File: src/cjh_pkg.sv
package cjh_pkg;
	// Clock rate, used to turn ramp seconds into cycles
	localparam int unsigned CLK_HZ = 20_000_000;
	// Full line speed in 0.1 percent steps
	localparam logic [10:0] SPD_FULL = 11'h3E8;
	// -------------------------------------------------------------
	// Register byte offsets
	// -------------------------------------------------------------
	localparam logic [7:0] OFS_CTRL = 8'h00;
	localparam logic [7:0] OFS_ALARM_POS = 8'h04;
	localparam logic [7:0] OFS_JOGF_SPD = 8'h08;
	localparam logic [7:0] OFS_JOGF_UP = 8'h0C;
	localparam logic [7:0] OFS_JOGF_DN = 8'h10;
	localparam logic [7:0] OFS_JOGR_SPD = 8'h14;
	localparam logic [7:0] OFS_JOGR_UP = 8'h18;
	localparam logic [7:0] OFS_JOGR_DN = 8'h1C;
	localparam logic [7:0] OFS_HOME_HI = 8'h20;
	localparam logic [7:0] OFS_HOME_LO = 8'h24;
	localparam logic [7:0] OFS_HOME_RAMP = 8'h28;
	localparam logic [7:0] OFS_HOME_DIST = 8'h2C;
	localparam logic [7:0] OFS_HOME_WIN = 8'h30;
	localparam logic [7:0] OFS_STATUS = 8'h34;
	localparam logic [7:0] OFS_POS = 8'h38;
	localparam logic [7:0] OFS_CUT_HOME = 8'h3C;
	localparam logic [7:0] OFS_IRQ_STAT = 8'h40;
	localparam logic [7:0] OFS_IRQ_MASK = 8'h44;
	// -------------------------------------------------------------
	// Field positions and reset values
	// -------------------------------------------------------------
	localparam int CTRL_INTERLOCK = 0;
	localparam int CTRL_HOME_GO = 1;
	localparam int IRQ_NOHOME = 0;
	localparam int IRQ_ALARM = 1;
	localparam int IRQ_HDONE = 2;
	localparam logic [19:0] RST_ALARM_POS = 20'hF423F;
	localparam logic [9:0] RST_SPEED = 10'h032;
	localparam logic [6:0] RST_RAMP = 7'h01;
	localparam logic [16:0] RST_HOME_DIST = 17'h00000;
	localparam logic [9:0] RST_HOME_WIN = 10'h064;
	localparam logic [1:0] RESP_OKAY = 2'h0;
	localparam logic [1:0] RESP_SLVERR = 2'h2;
	// Homing sequence, Gray coded along the path
	typedef enum logic [1:0] {
		HS_IDLE = 2'h0,
		HS_SEEK = 2'h1,
		HS_APPROACH = 2'h3,
		HS_STOP = 2'h2
	} cjh_home_t;
endpackage : cjh_pkg

File: src/cjh_carriage_ctrl.sv
`timescale 1ns/100ps
module cjh_carriage_ctrl (
	input wire logic aclk,
	input wire logic aresetn,
	input wire logic [7:0] s_axi_awaddr,
	input wire logic s_axi_awvalid,
	output logic s_axi_awready,
	input wire logic [31:0] s_axi_wdata,
	input wire logic [3:0] s_axi_wstrb,
	input wire logic s_axi_wvalid,
	output logic s_axi_wready,
	output logic [1:0] s_axi_bresp,
	output logic s_axi_bvalid,
	input wire logic s_axi_bready,
	input wire logic [7:0] s_axi_araddr,
	input wire logic s_axi_arvalid,
	output logic s_axi_arready,
	output logic [31:0] s_axi_rdata,
	output logic [1:0] s_axi_rresp,
	output logic s_axi_rvalid,
	input wire logic s_axi_rready,
	input wire logic cut_run_request,
	input wire logic single_cut_request,
	input wire logic ref_sensor,
	input wire logic jog_forward_request,
	input wire logic jog_reverse_request,
	input wire logic signed [31:0] carriage_pos,
	output logic signed [10:0] speed_setpoint,
	output logic carriage_home,
	output logic carriage_alarm,
	output logic homing_done,
	output logic homing_missing,
	output logic cut_start,
	output logic irq
);
	import cjh_pkg::*;

	// -------------------------------------------------------------
	// Helpers
	// -------------------------------------------------------------
	function automatic logic [31:0] wmerge(input logic [31:0] old,
		input logic [31:0] d, input logic [3:0] s);
		logic [31:0] r;
		r = old;
		for (int i = 0; i < 4; i++)
		begin
			if (s[i])
				r[i*8 +: 8] = d[i*8 +: 8];
		end
		return r;
	endfunction : wmerge

	function automatic logic [10:0] mag11(input logic signed [10:0] v);
		return v[10] ? 11'(-v) : v;
	endfunction : mag11

	// Ramp seconds to cycles; zero is taken as one second
	function automatic logic [31:0] ramp_cycles(input logic [6:0] s);
		logic [31:0] n;
		n = (s == 7'h00) ? 32'h1 : 32'(s);
		return 32'(n * CLK_HZ);
	endfunction : ramp_cycles

	// -------------------------------------------------------------
	// Registers
	// -------------------------------------------------------------
	logic interlock_r;
	logic [19:0] alarm_pos_r;
	logic [9:0] jogf_spd_r, jogr_spd_r, home_hi_r, home_lo_r;
	logic [6:0] jogf_up_r, jogf_dn_r, jogr_up_r, jogr_dn_r, home_ramp_r;
	logic [16:0] home_dist_r;
	logic [9:0] home_win_r;
	logic [2:0] irq_stat_r, irq_mask_r;
	logic aw_got_r, w_got_r;
	logic [7:0] aw_addr_r, ar_addr_r;
	logic [31:0] w_data_r;
	logic [3:0] w_strb_r;
	logic bvalid_r, rvalid_r;
	logic [1:0] bresp_r, rresp_r;
	logic [31:0] rdata_r;
	logic ref_init_r, ref_q_r, cut_q_r, single_q_r;
	logic signed [31:0] ref_pos_r, cut_home_r;
	cjh_home_t hs_r;
	logic signed [10:0] speed_r;
	logic [31:0] acc_r;
	logic done_r, missing_r, alarm_r, home_r, start_r;

	// -------------------------------------------------------------
	// Bus handshakes and decode
	// -------------------------------------------------------------
	wire wr_fire = aw_got_r && w_got_r && !bvalid_r;
	wire rd_fire = s_axi_arvalid && s_axi_arready;
	wire [7:0] wa = aw_addr_r;
	wire [31:0] wd = wmerge(32'h0, w_data_r, w_strb_r);
	wire wr_mapped = (wa[1:0] == 2'h0) && (wa <= OFS_IRQ_MASK);
	wire wr_ctrl = wr_fire && (wa == OFS_CTRL);
	wire home_go = wr_ctrl && w_strb_r[0] && w_data_r[CTRL_HOME_GO];
	wire wr_iclr = wr_fire && (wa == OFS_IRQ_STAT);
	assign s_axi_awready = !aw_got_r && !bvalid_r;
	assign s_axi_wready = !w_got_r && !bvalid_r;
	assign s_axi_arready = !rvalid_r;
	assign s_axi_bvalid = bvalid_r;
	assign s_axi_bresp = bresp_r;
	assign s_axi_rvalid = rvalid_r;
	assign s_axi_rresp = rresp_r;
	assign s_axi_rdata = rdata_r;

	// Address and data may arrive in either order
	always_ff @(posedge aclk)
	begin
		if (!aresetn)
		begin
			aw_got_r <= 1'b0;
			w_got_r <= 1'b0;
			bvalid_r <= 1'b0;
			bresp_r <= RESP_OKAY;
			aw_addr_r <= 8'h00;
			w_data_r <= 32'h0;
			w_strb_r <= 4'h0;
		end
		else
		begin
			if (s_axi_awvalid && s_axi_awready)
			begin
				aw_got_r <= 1'b1;
				aw_addr_r <= s_axi_awaddr;
			end
			if (s_axi_wvalid && s_axi_wready)
			begin
				w_got_r <= 1'b1;
				w_data_r <= s_axi_wdata;
				w_strb_r <= s_axi_wstrb;
			end
			if (wr_fire)
			begin
				aw_got_r <= 1'b0;
				w_got_r <= 1'b0;
				bvalid_r <= 1'b1;
				bresp_r <= wr_mapped ? RESP_OKAY : RESP_SLVERR;
			end
			else if (s_axi_bready)
				bvalid_r <= 1'b0;
		end
	end

	// -------------------------------------------------------------
	// Positions and input edges
	// -------------------------------------------------------------
	wire signed [31:0] pos_rel = carriage_pos - ref_pos_r;
	wire ref_fall = ref_q_r && !ref_sensor;
	wire cut_rise = cut_run_request && !cut_q_r;
	wire cut_req = cut_rise || (single_cut_request && !single_q_r);
	wire signed [31:0] home_diff = pos_rel - cut_home_r;
	wire [31:0] home_mag = home_diff[31] ? 32'(-home_diff) : home_diff;
	wire in_win = home_mag <= {22'h0, home_win_r};
	wire beyond = pos_rel > $signed({12'h0, alarm_pos_r});

	// Reference is caught on the first edge after reset release
	always_ff @(posedge aclk)
	begin
		if (!aresetn)
		begin
			ref_init_r <= 1'b0;
			ref_pos_r <= 32'sh0;
			cut_home_r <= 32'sh0;
			ref_q_r <= 1'b0;
			cut_q_r <= 1'b0;
			single_q_r <= 1'b0;
		end
		else
		begin
			ref_init_r <= 1'b1;
			ref_q_r <= ref_sensor;
			cut_q_r <= cut_run_request;
			single_q_r <= single_cut_request;
			if (!ref_init_r || ref_fall)
				ref_pos_r <= carriage_pos;
			if (cut_rise)
				cut_home_r <= pos_rel;
		end
	end

	// -------------------------------------------------------------
	// Speed target and ramp selection
	// -------------------------------------------------------------
	wire homing = hs_r != HS_IDLE;
	wire jf_only = jog_forward_request && !jog_reverse_request;
	wire jr_only = jog_reverse_request && !jog_forward_request;
	logic signed [10:0] target;
	always_comb
	begin
		target = 11'sh0;
		if (hs_r == HS_SEEK)
			target = -$signed({1'b0, home_hi_r});
		else if (hs_r == HS_APPROACH)
			target = $signed({1'b0, home_lo_r});
		else if (hs_r == HS_STOP)
			target = 11'sh0;
		else if (jf_only)
			target = $signed({1'b0, jogf_spd_r});
		else if (jr_only)
			target = -$signed({1'b0, jogr_spd_r});
	end

	// Speeding up only while same sign and magnitude still below target
	wire same_dir = (speed_r == 11'sh0) || (speed_r[10] == target[10]);
	wire accel = same_dir && (target != 11'sh0) &&
		(mag11(target) > mag11(speed_r));
	wire fwd_dir = (speed_r > 11'sh0) ||
		((speed_r == 11'sh0) && (target > 11'sh0));
	wire [6:0] jf_secs = accel ? jogf_up_r : jogf_dn_r;
	wire [6:0] jr_secs = accel ? jogr_up_r : jogr_dn_r;
	wire [6:0] jog_secs = fwd_dir ? jf_secs : jr_secs;
	wire [6:0] secs = homing ? home_ramp_r : jog_secs;
	wire [31:0] lim = ramp_cycles(secs);
	wire [31:0] acc_sum = acc_r + 32'(SPD_FULL);
	wire step = acc_sum >= lim;

	// One 0.1 % step per lim/1000 cycles gives full speed in secs
	always_ff @(posedge aclk)
	begin
		if (!aresetn)
		begin
			speed_r <= 11'sh0;
			acc_r <= 32'h0;
		end
		else if (speed_r == target)
			acc_r <= 32'h0;
		else if (step)
		begin
			acc_r <= acc_sum - lim;
			speed_r <= (target > speed_r) ? speed_r + 11'sh1 :
				speed_r - 11'sh1;
		end
		else
			acc_r <= acc_sum;
	end

	// -------------------------------------------------------------
	// Homing sequence
	// -------------------------------------------------------------
	// Sensor edge also resets zero, so the distance counts from it
	always_ff @(posedge aclk)
	begin
		if (!aresetn)
		begin
			hs_r <= HS_IDLE;
			done_r <= 1'b0;
		end
		else
		begin
			case (hs_r)
				HS_IDLE:
					if (home_go)
						hs_r <= HS_SEEK;
				HS_SEEK:
					if (ref_fall)
						hs_r <= HS_APPROACH;
				HS_APPROACH:
					if (pos_rel >= $signed({15'h0, home_dist_r}))
						hs_r <= HS_STOP;
				HS_STOP:
					if (speed_r == 11'sh0)
					begin
						hs_r <= HS_IDLE;
						done_r <= 1'b1;
					end
				default:
					hs_r <= HS_IDLE;
			endcase
		end
	end

	// -------------------------------------------------------------
	// Cut interlock and position outputs
	// -------------------------------------------------------------
	wire blocked = interlock_r && !done_r;
	always_ff @(posedge aclk)
	begin
		if (!aresetn)
		begin
			start_r <= 1'b0;
			missing_r <= 1'b0;
			alarm_r <= 1'b0;
			home_r <= 1'b0;
		end
		else
		begin
			start_r <= cut_req && !blocked;
			if (cut_req && blocked)
				missing_r <= 1'b1;
			else if (done_r)
				missing_r <= 1'b0;
			alarm_r <= cut_run_request && beyond;
			home_r <= in_win;
		end
	end
	assign speed_setpoint = speed_r;
	assign homing_done = done_r;
	assign homing_missing = missing_r;
	assign cut_start = start_r;
	assign carriage_alarm = alarm_r;
	assign carriage_home = home_r;

	// -------------------------------------------------------------
	// Interrupt status, set wins over write-one-clear
	// -------------------------------------------------------------
	wire done_rise = (hs_r == HS_STOP) && (speed_r == 11'sh0);
	wire alarm_rise = cut_run_request && beyond && !alarm_r;
	wire [2:0] irq_set = {done_rise, alarm_rise, cut_req && blocked};
	wire [2:0] irq_clr = (wr_iclr && w_strb_r[0]) ? w_data_r[2:0] : 3'h0;
	assign irq = |(irq_stat_r & irq_mask_r);

	// -------------------------------------------------------------
	// Settings write
	// -------------------------------------------------------------
	always_ff @(posedge aclk)
	begin
		if (!aresetn)
		begin
			interlock_r <= 1'b0;
			alarm_pos_r <= RST_ALARM_POS;
			jogf_spd_r <= RST_SPEED;
			jogr_spd_r <= RST_SPEED;
			home_hi_r <= RST_SPEED;
			home_lo_r <= RST_SPEED;
			jogf_up_r <= RST_RAMP;
			jogf_dn_r <= RST_RAMP;
			jogr_up_r <= RST_RAMP;
			jogr_dn_r <= RST_RAMP;
			home_ramp_r <= RST_RAMP;
			home_dist_r <= RST_HOME_DIST;
			home_win_r <= RST_HOME_WIN;
			irq_stat_r <= 3'h0;
			irq_mask_r <= 3'h0;
		end
		else
		begin
			irq_stat_r <= (irq_stat_r & ~irq_clr) | irq_set;
			if (wr_ctrl && w_strb_r[0])
				interlock_r <= w_data_r[CTRL_INTERLOCK];
			if (wr_fire && wa == OFS_ALARM_POS)
				alarm_pos_r <= wd[19:0];
			if (wr_fire && wa == OFS_JOGF_SPD)
				jogf_spd_r <= wd[9:0];
			if (wr_fire && wa == OFS_JOGF_UP)
				jogf_up_r <= wd[6:0];
			if (wr_fire && wa == OFS_JOGF_DN)
				jogf_dn_r <= wd[6:0];
			if (wr_fire && wa == OFS_JOGR_SPD)
				jogr_spd_r <= wd[9:0];
			if (wr_fire && wa == OFS_JOGR_UP)
				jogr_up_r <= wd[6:0];
			if (wr_fire && wa == OFS_JOGR_DN)
				jogr_dn_r <= wd[6:0];
			if (wr_fire && wa == OFS_HOME_HI)
				home_hi_r <= wd[9:0];
			if (wr_fire && wa == OFS_HOME_LO)
				home_lo_r <= wd[9:0];
			if (wr_fire && wa == OFS_HOME_RAMP)
				home_ramp_r <= wd[6:0];
			if (wr_fire && wa == OFS_HOME_DIST)
				home_dist_r <= wd[16:0];
			if (wr_fire && wa == OFS_HOME_WIN)
				home_win_r <= wd[9:0];
			if (wr_fire && wa == OFS_IRQ_MASK)
				irq_mask_r <= wd[2:0];
		end
	end

	// -------------------------------------------------------------
	// Read path
	// -------------------------------------------------------------
	logic [31:0] rd_val;
	logic rd_ok;
	wire [7:0] ra = s_axi_araddr;
	always_comb
	begin
		rd_ok = 1'b1;
		rd_val = 32'h0;
		if (ra == OFS_CTRL)
			rd_val = {31'h0, interlock_r};
		else if (ra == OFS_ALARM_POS)
			rd_val = {12'h0, alarm_pos_r};
		else if (ra == OFS_JOGF_SPD)
			rd_val = {22'h0, jogf_spd_r};
		else if (ra == OFS_JOGF_UP)
			rd_val = {25'h0, jogf_up_r};
		else if (ra == OFS_JOGF_DN)
			rd_val = {25'h0, jogf_dn_r};
		else if (ra == OFS_JOGR_SPD)
			rd_val = {22'h0, jogr_spd_r};
		else if (ra == OFS_JOGR_UP)
			rd_val = {25'h0, jogr_up_r};
		else if (ra == OFS_JOGR_DN)
			rd_val = {25'h0, jogr_dn_r};
		else if (ra == OFS_HOME_HI)
			rd_val = {22'h0, home_hi_r};
		else if (ra == OFS_HOME_LO)
			rd_val = {22'h0, home_lo_r};
		else if (ra == OFS_HOME_RAMP)
			rd_val = {25'h0, home_ramp_r};
		else if (ra == OFS_HOME_DIST)
			rd_val = {15'h0, home_dist_r};
		else if (ra == OFS_HOME_WIN)
			rd_val = {22'h0, home_win_r};
		else if (ra == OFS_STATUS)
			rd_val = {10'h0, {5{speed_r[10]}}, mag11(speed_r), hs_r,
				missing_r, home_r, alarm_r, done_r};
		else if (ra == OFS_POS)
			rd_val = pos_rel;
		else if (ra == OFS_CUT_HOME)
			rd_val = cut_home_r;
		else if (ra == OFS_IRQ_STAT)
			rd_val = {29'h0, irq_stat_r};
		else if (ra == OFS_IRQ_MASK)
			rd_val = {29'h0, irq_mask_r};
		else
			rd_ok = 1'b0; // Unmapped answers SLVERR, data zero
	end

	// Read data one cycle after the address is taken
	always_ff @(posedge aclk)
	begin
		if (!aresetn)
		begin
			rvalid_r <= 1'b0;
			rdata_r <= 32'h0;
			rresp_r <= RESP_OKAY;
		end
		else if (rd_fire)
		begin
			rvalid_r <= 1'b1;
			rdata_r <= rd_val;
			rresp_r <= rd_ok ? RESP_OKAY : RESP_SLVERR;
		end
		else if (s_axi_rready)
			rvalid_r <= 1'b0;
	end
endmodule : cjh_carriage_ctrl

File: config.mk
export PLATFORM = sky130hd
export DESIGN_NAME = cjh_carriage_ctrl
export DESIGN_NICKNAME = d
export VERILOG_FILES = /design/src/cjh_pkg.sv /design/src/cjh_carriage_ctrl.sv
export SDC_FILE = /design/constraint.sdc
export NUM_CORES = 1
export LEC_CHECK = 0
export ABC_AREA = 1
export BUFFER_PORTS_ARGS = -buffer_cell sky130_fd_sc_hd__buf_4
export CORE_MARGIN = 5
export CORE_UTILIZATION = 40
export CTS_CLUSTER_SIZE = 20
export DETAILED_ROUTE_END_ITERATION = 10
export SLEW_MARGIN = 20
export SYNTH_ARGS = -nofsm -noshare
export SYNTH_HDL_FRONTEND = slang
export SYNTH_SLANG_ARGS = --single-unit
File: constraint.sdc
create_clock -name aclk -period 13.99 [get_ports aclk]
set_clock_uncertainty 0.2 [all_clocks]
set_input_delay 2.798 -clock aclk [delete_from_list [all_inputs] [get_ports aclk]]
set_output_delay 2.798 -clock aclk [all_outputs]
set_load 0.02 [all_outputs]
Word level (Yosys, flattened, before mapping)
Index checks and enable logic that the tools add are counted.
{"block": "classes", "n_eq_ne": 40, "reduce_logical": 74, "add_sub_neg": 11, "bitwise_logic": 6, "magnitude_cmp": 9, "mux": 69, "mul": 1}
{"operator": "$mux W32", "n": 18}
{"operator": "$eq A8 B6 Y1 const B", "n": 13}
{"operator": "$sub A32 B32 Y32", "n": 3}
{"operator": "$mux W11", "n": 8}
{"operator": "$eq A8 B5 Y1 const B", "n": 8}
{"operator": "$logic_and A1 B1 Y1", "n": 40}
{"operator": "$mux W7", "n": 5}
{"operator": "$add A32 B10 Y32 const B", "n": 1}
{"operator": "$eq A8 B4 Y1 const B", "n": 4}
{"operator": "$eq A8 B7 Y1 const B", "n": 4}
{"operator": "$ge A32 B18 Y1", "n": 1}
{"operator": "$ge A32 B32 Y1", "n": 1}
{"operator": "$gt A32 B21 Y1", "n": 1}
{"operator": "$le A32 B10 Y1", "n": 1}
{"operator": "$neg A32 Y32", "n": 1}
{"operator": "$mux W1", "n": 25}
{"operator": "$mul A7 B17 Y24 const B", "n": 1}
{"operator": "$gt A11 B1 Y1 const B", "n": 2}
{"operator": "$gt A11 B11 Y1", "n": 2}
{"operator": "$neg A10 Y11", "n": 2}
{"operator": "$neg A11 Y11", "n": 2}
{"operator": "$eq A8 B3 Y1 const B", "n": 2}
{"operator": "$logic_not A8 Y1", "n": 2}
{"operator": "$mux W8", "n": 2}
{"operator": "28 further kinds", "n": 61}
{"block": "totals", "register_bits": 318, "inputBits": 96, "wordCells": 249}

Longest topological paths before layout
{"block": "logic_depth", "word_depth": 20, "depth_mapped": 65}

Worst setup path after synthesis
OpenSTA, ideal clock, no wires.
{"block": "synth_path", "path_type": "input to register", "start": "input port jog_forward_request", "end": "register speed_r[9], in the netlist speed_setpoint[9]", "arrival_ns": 10.723, "setup_time_ns": 0.128, "setup_slack_ns": 2.938, "stages": 63, "n_path_buf": 2, "path_cell_list": "inv_2 nand2_1 nor2_1 nand2_1 nand4_1 o21a_1 inv_1 ha_1 inv_1 nor2_1 nand2_1 nor2_2 nand3_2 nor2_4 nor2_1 xor2_1 ha_1 a21oi_1 [... 27 more ...] a21o_1 nand2_1 nand2_1 nand3_1 nand2_1 xnor2_1 ha_1 nand2_1 nor2_1 nand4_1 inv_1 nand3_1 o221a_2 nand2_1 nand2_1 clkbuf_1 o21ai_0 a21oi_1"}
{"block": "synth_between", "elab_chain_cells": 19}
{"item": "from (decl)", "line_no": "cjh_carriage_ctrl.sv:25", "rtl": "input wire logic jog_forward_request,"}
{"item": "$logic_not A1 Y1", "line_no": "cjh_carriage_ctrl.sv:188", "rtl": "wire jr_only = jog_reverse_request && !jog_forward_request;"}
{"item": "$logic_and A1 B1 Y1", "line_no": "cjh_carriage_ctrl.sv:188"}
{"item": "$mux W11", "line_no": "cjh_carriage_ctrl.sv:201", "rtl": "else if (jr_only)"}
{"item": "$mux W11 (*)", "line_no": "cjh_carriage_ctrl.sv:199", "rtl": "else if (jf_only)"}
{"item": "$mux W11 (*)", "line_no": "cjh_carriage_ctrl.sv:197", "rtl": "else if (hs_r == HS_STOP)"}
{"item": "$mux W11 (*)", "line_no": "cjh_carriage_ctrl.sv:195", "rtl": "else if (hs_r == HS_APPROACH)"}
{"item": "$mux W11 (*)", "line_no": "cjh_carriage_ctrl.sv:193", "rtl": "if (hs_r == HS_SEEK)"}
{"item": "$neg A11 Y11 or $eq A1 B1 Y1 (tied branches)", "line_no": "cjh_carriage_ctrl.sv:54, cjh_carriage_ctrl.sv:206"}
{"item": "[... 3 more ...]"}
{"item": "$mux W7 (on tied branches)", "line_no": "cjh_carriage_ctrl.sv:212, cjh_carriage_ctrl.sv:211"}
{"item": "$mux W7", "line_no": "cjh_carriage_ctrl.sv:213", "rtl": "wire [6:0] jog_secs = fwd_dir ? jf_secs : jr_secs;"}
{"item": "$mux W7", "line_no": "cjh_carriage_ctrl.sv:214", "rtl": "wire [6:0] secs = homing ? home_ramp_r : jog_secs;"}
{"item": "$logic_not A7 Y1", "line_no": "cjh_carriage_ctrl.sv:60", "rtl": "n = (s == 7'h00) ? 32'h1 : 32'(s);"}
{"item": "$mux W7", "line_no": "cjh_carriage_ctrl.sv:60"}
{"item": "$mul A7 B17 Y24", "line_no": "cjh_carriage_ctrl.sv:61", "rtl": "return 32'(n * CLK_HZ);"}
{"item": "$ge A32 B32 Y1", "line_no": "cjh_carriage_ctrl.sv:217", "rtl": "wire step = acc_sum >= lim;"}
{"item": "$reduce_and A2 Y1 (no source line)"}
{"item": "to (signal assigned)", "line_no": "cjh_carriage_ctrl.sv:232", "rtl": "speed_r <= (target > speed_r) ? speed_r + 11'sh1 :"}
{"item": "to (decl)", "line_no": "cjh_carriage_ctrl.sv:84", "rtl": "logic signed [10:0] speed_r;"}
Mark *: on every way between the ends. The rest lies on a longest branch, timed or not.
A chain may end at the register's enable or synchronous reset.

Worst setup path in the final report
{"block": "layout_path", "start": "input port jog_forward_request", "end": "register speed_r[10], in the netlist speed_setpoint[10]"}
Same word-level chain as after synthesis.

==> flow_metrics.py <==
metrics = {
    "timing": {
        "maxSlewViolCount": 0,
        "hold_viol": 0,
        "rsz0062_at_grt": "no",
        "setup_viol": 0,
        "fin_crit_sh_pct": 88.92,
        "fin_setup_tns_ns": 0,
        "max_slew_margin_pct": 30.54,
        "tightest_slew_ns": 1.037,
        "min_period_ns": 12.44,
        "timing.fmax_mhz": 80.39,
    },
    "grt": {
        "grtUsageTotal_pct": 23.16,
        "grt_pass1_vias": 24200,
        "antenna_found_initial": 0,
        "grt_pass1_wl_um": 133300,
        "gr-total-overflow": 0,
        "grt_max_degree": 100,
    },
    "yosys": {
        "ys_seq_area_share_pct": 24.08,
        "synthCells": 4074,
        "ys_async_sr_fraction_pct": 0,
        "syn-cell-area_um2": 26020,
        "synth.distinct_cells": 65,
        "synth_edf_count": 0,
        "synth_warnings": 0,
        "syn_area_per_cell_um2": 6.388,
        "synth_flop_cell": "dfxtp_1",
        "synth-seq-cells": 313,
    },
    "placement": {
        "numPortBuffers": 138,
        "dpl_cell_area_um2": 27830,
        "hpwlAfterDp_um": 67200,
        "place_congestion": 0.9341,
        "placed_cells": 4981,
    },
    "setup_path": {
        "cp.required_ns": 14.19,
        "max_stage_delay_ns": 0.55,
        "critPathSlowestCell": "fa_1",
        "worst_path_most_repeated_cell": "nand2_1",
        "worst_ep_arrival_time_ns": 12.64,
        "worstPathMaxFanout": 21,
        "critPathKind": "in2reg",
        "end_kind": "flip-flop",
        "start_kind": "input port",
    },
    "finish": {
        "layout.nets": 4512,
        "antenna_cells": 0,
        "stdcell_count": 5048,
        "fin_util_pct": 45.14,
        "layout-drive-gt1-share_pct": 8.538,
        "finalInstanceArea_um2": 29100,
        "syn2layout_area_growth_pct": 11.81,
    },
    "clock_network": {
        "cts.sinks": 313,
        "cts_buffers": 38,
        "root_buffer": "clkbuf_16",
        "clk_pin_slew_worst_paths_ns": 0.06,
        "h-tree-depth": 2,
        "cts_resized": 0,
        "holdBufCountCts": 0,
        "cts_max_path_buffers": 3,
        "cts_tree": "yes",
        "cts_setup_buffers": 0,
        "worstSkewPairLatency_ns": 0.57,
    },
    "drt": {
        "drc": 0,
        "drt_iter0_drc": 2059,
        "via_per_inst": 5.183,
        "wl_um": 84520,
        "wl_met2_um": 35700,
        "dr.pass1.iters": 5,
        "wl_met1_um": 42090,
        "ant_nets": 0,
        "top_layer_used": "met4",
        "via_count": 26170,
        "wl_met3_um": 4983,
        "avgRoutedWirePerCell_um": 16.74,
    },
    "power_and_ir_drop": {
        "p_seq_share_pct": 25.7,
        "clock_power_share_pct": 26.8,
        "internal_power_w": 0.002104,
        "p_leak_nw": 14.27,
        "ir_worst_vdd_mv": 0.07886,
        "p_comb_share_pct": 47.4,
        "netSwitchingFraction_pct": 44.29,
        "p_sw_w": 0.001673,
        "cellPowerDensity_nw_per_um2": 129.8,
    },
    "floorplan": {
        "start_util_pct": 40.37,
        "chipWidth_um": 265.1,
        "rows": 93,
        "die_h_um": 265.1,
        "coreArea_um2": 64460,
        "die_area_um2": 70260,
        "io-pin-count": 154,
    },
    "worst_hold_path": {
        "min_path_type": "reg2reg",
    },
    "run": {
        "drv_cap": 0,
    },
    "run_status": {
        "outcome": "complete, no violations",
    },
}
Yosys cell counts (all sizes together) (15+ instances only):
master	instances	area, um^2
nand2	969	3725
nand4	77	496.7
xnor2	32	280.3
clkbuf	88	330.3
ha	231	2890
nor2	389	1639
nor3	50	281.5
o21bai	15	112.6
dfxtp	313	6266
a211oi	34	255.2
o21ai	334	1672
fa	19	380.4
nand3	174	910.9
o211ai	69	518.0
xor2	98	865.8
a21oi	401	2029
inv	655	2461
buf	23	155.1
worst paths after layout:
path                            slack [ns]  depth (start not counted)                 end                start
worst max-delay path                  1.55                         59  speed_setpoint[10]  jog_forward_request
worst min-delay path                  0.25                          2        ref_pos_r[2]         ref_pos_r[2]
worst max register to register        3.18                         59  speed_setpoint[10]              hs_r[1]
worst min register to register        0.25                          2        ref_pos_r[2]         ref_pos_r[2]
through the flow:
step	setup slack (ns)	total power, W	hold WS [ns]
3_3_place_gp	1.074	0.002747	0.2463
2_1_floorplan	2.938	0.002329	0.2331
6_report	1.550	0.003777	0.2541
5_1_grt	0.6270	0.004077	0.2827
3_5_place_dp	1.030	0.002760	0.2500
4_1_cts	1.586	0.003782	0.2586
flip-flops by register name (all words and copies together) (netlist names), 11 cells and up:
signal	cells
home_dist_r	17
s_axi_rdata	32
ref_pos_r	32
speed_setpoint	11
acc_r	29
alarm_pos_r	20
w_data_r	20
cut_home_r	32
cells by family after synthesis:
| family | after synthesis | share of synthesized area (%) |
|---|---|---|
| simple gates | 1686 | 27.87 |
| buf+inv | 774 | 11.44 |
| xor+xnor | 130 | 4.404 |
| flops | 313 | 24.08 |
| compound gates | 920 | 19.63 |
| fa+ha+maj | 250 | 12.57 |
| other cells | 1 | 0.01441 |
power by group through the flow:
stage          Combinational, W  Clock, W  Sequential [W]
3_5_place_dp            0.00177         0        0.000991
2_1_floorplan           0.00135         0        0.000978
4_1_cts                 0.00178   0.00103        0.000971
6_report                0.00179   0.00101        0.000972
3_3_place_gp            0.00176         0        0.000990
5_1_grt                 0.00204   0.00107        0.000976
worst max-delay path: cells and delay by family:
| family | cells | cell delay (ns) |
|---|---|---|
| adder cells (fa/ha/maj) | 7 | 2.61 |
| AND/OR/NAND/NOR | 29 | 3.48 |
| XOR/XNOR | 2 | 0.34 |
| buffers and inverters | 8 | 0.55 |
| AO/OA/AOI/OAI | 13 | 2.82 |
layout by cell type (no fill, tap or decap), types with 8 or more instances in the layout:
cell,instances
nand2_1,940
inv_1,624
a21oi_1,395
nor2_1,343
o21ai_0,321
dfxtp_1,313
ha_1,231
nand3_1,166
buf_4,162
xor2_1,97
nand4_1,76
o211ai_1,69
nor3_1,45
clkbuf_16,38
nor2_2,34
a211oi_1,34
xnor2_1,32
inv_2,30
nand2_2,26
fa_1,19
o21bai_1,15
o21ai_1,13
o22ai_1,12
nor2_4,11
a21o_1,10
a31oi_1,10
o221ai_1,10
nand3_2,8
clkinv_1,8
clkbuf_8,8
clkbuf_1,8
cell type report:
class	instances	area [um^2]
clock buffers	54	1091
clock inverters	13	172.7
fillers	6940	35370
inverters	663	2491
multi-input cells	2988	16790
flip-flops and latches	313	6266
well taps	855	1070
repair buffers	162	1216
metal layers:
metal	up-vias	GRT usage, %
li1	13490	-
met1	11850	34.78
met2	713	35.76
met3	111	2.858
met4	0	4.839
met5	-	0
Note: power is estimated with default switching activity, not from simulation.
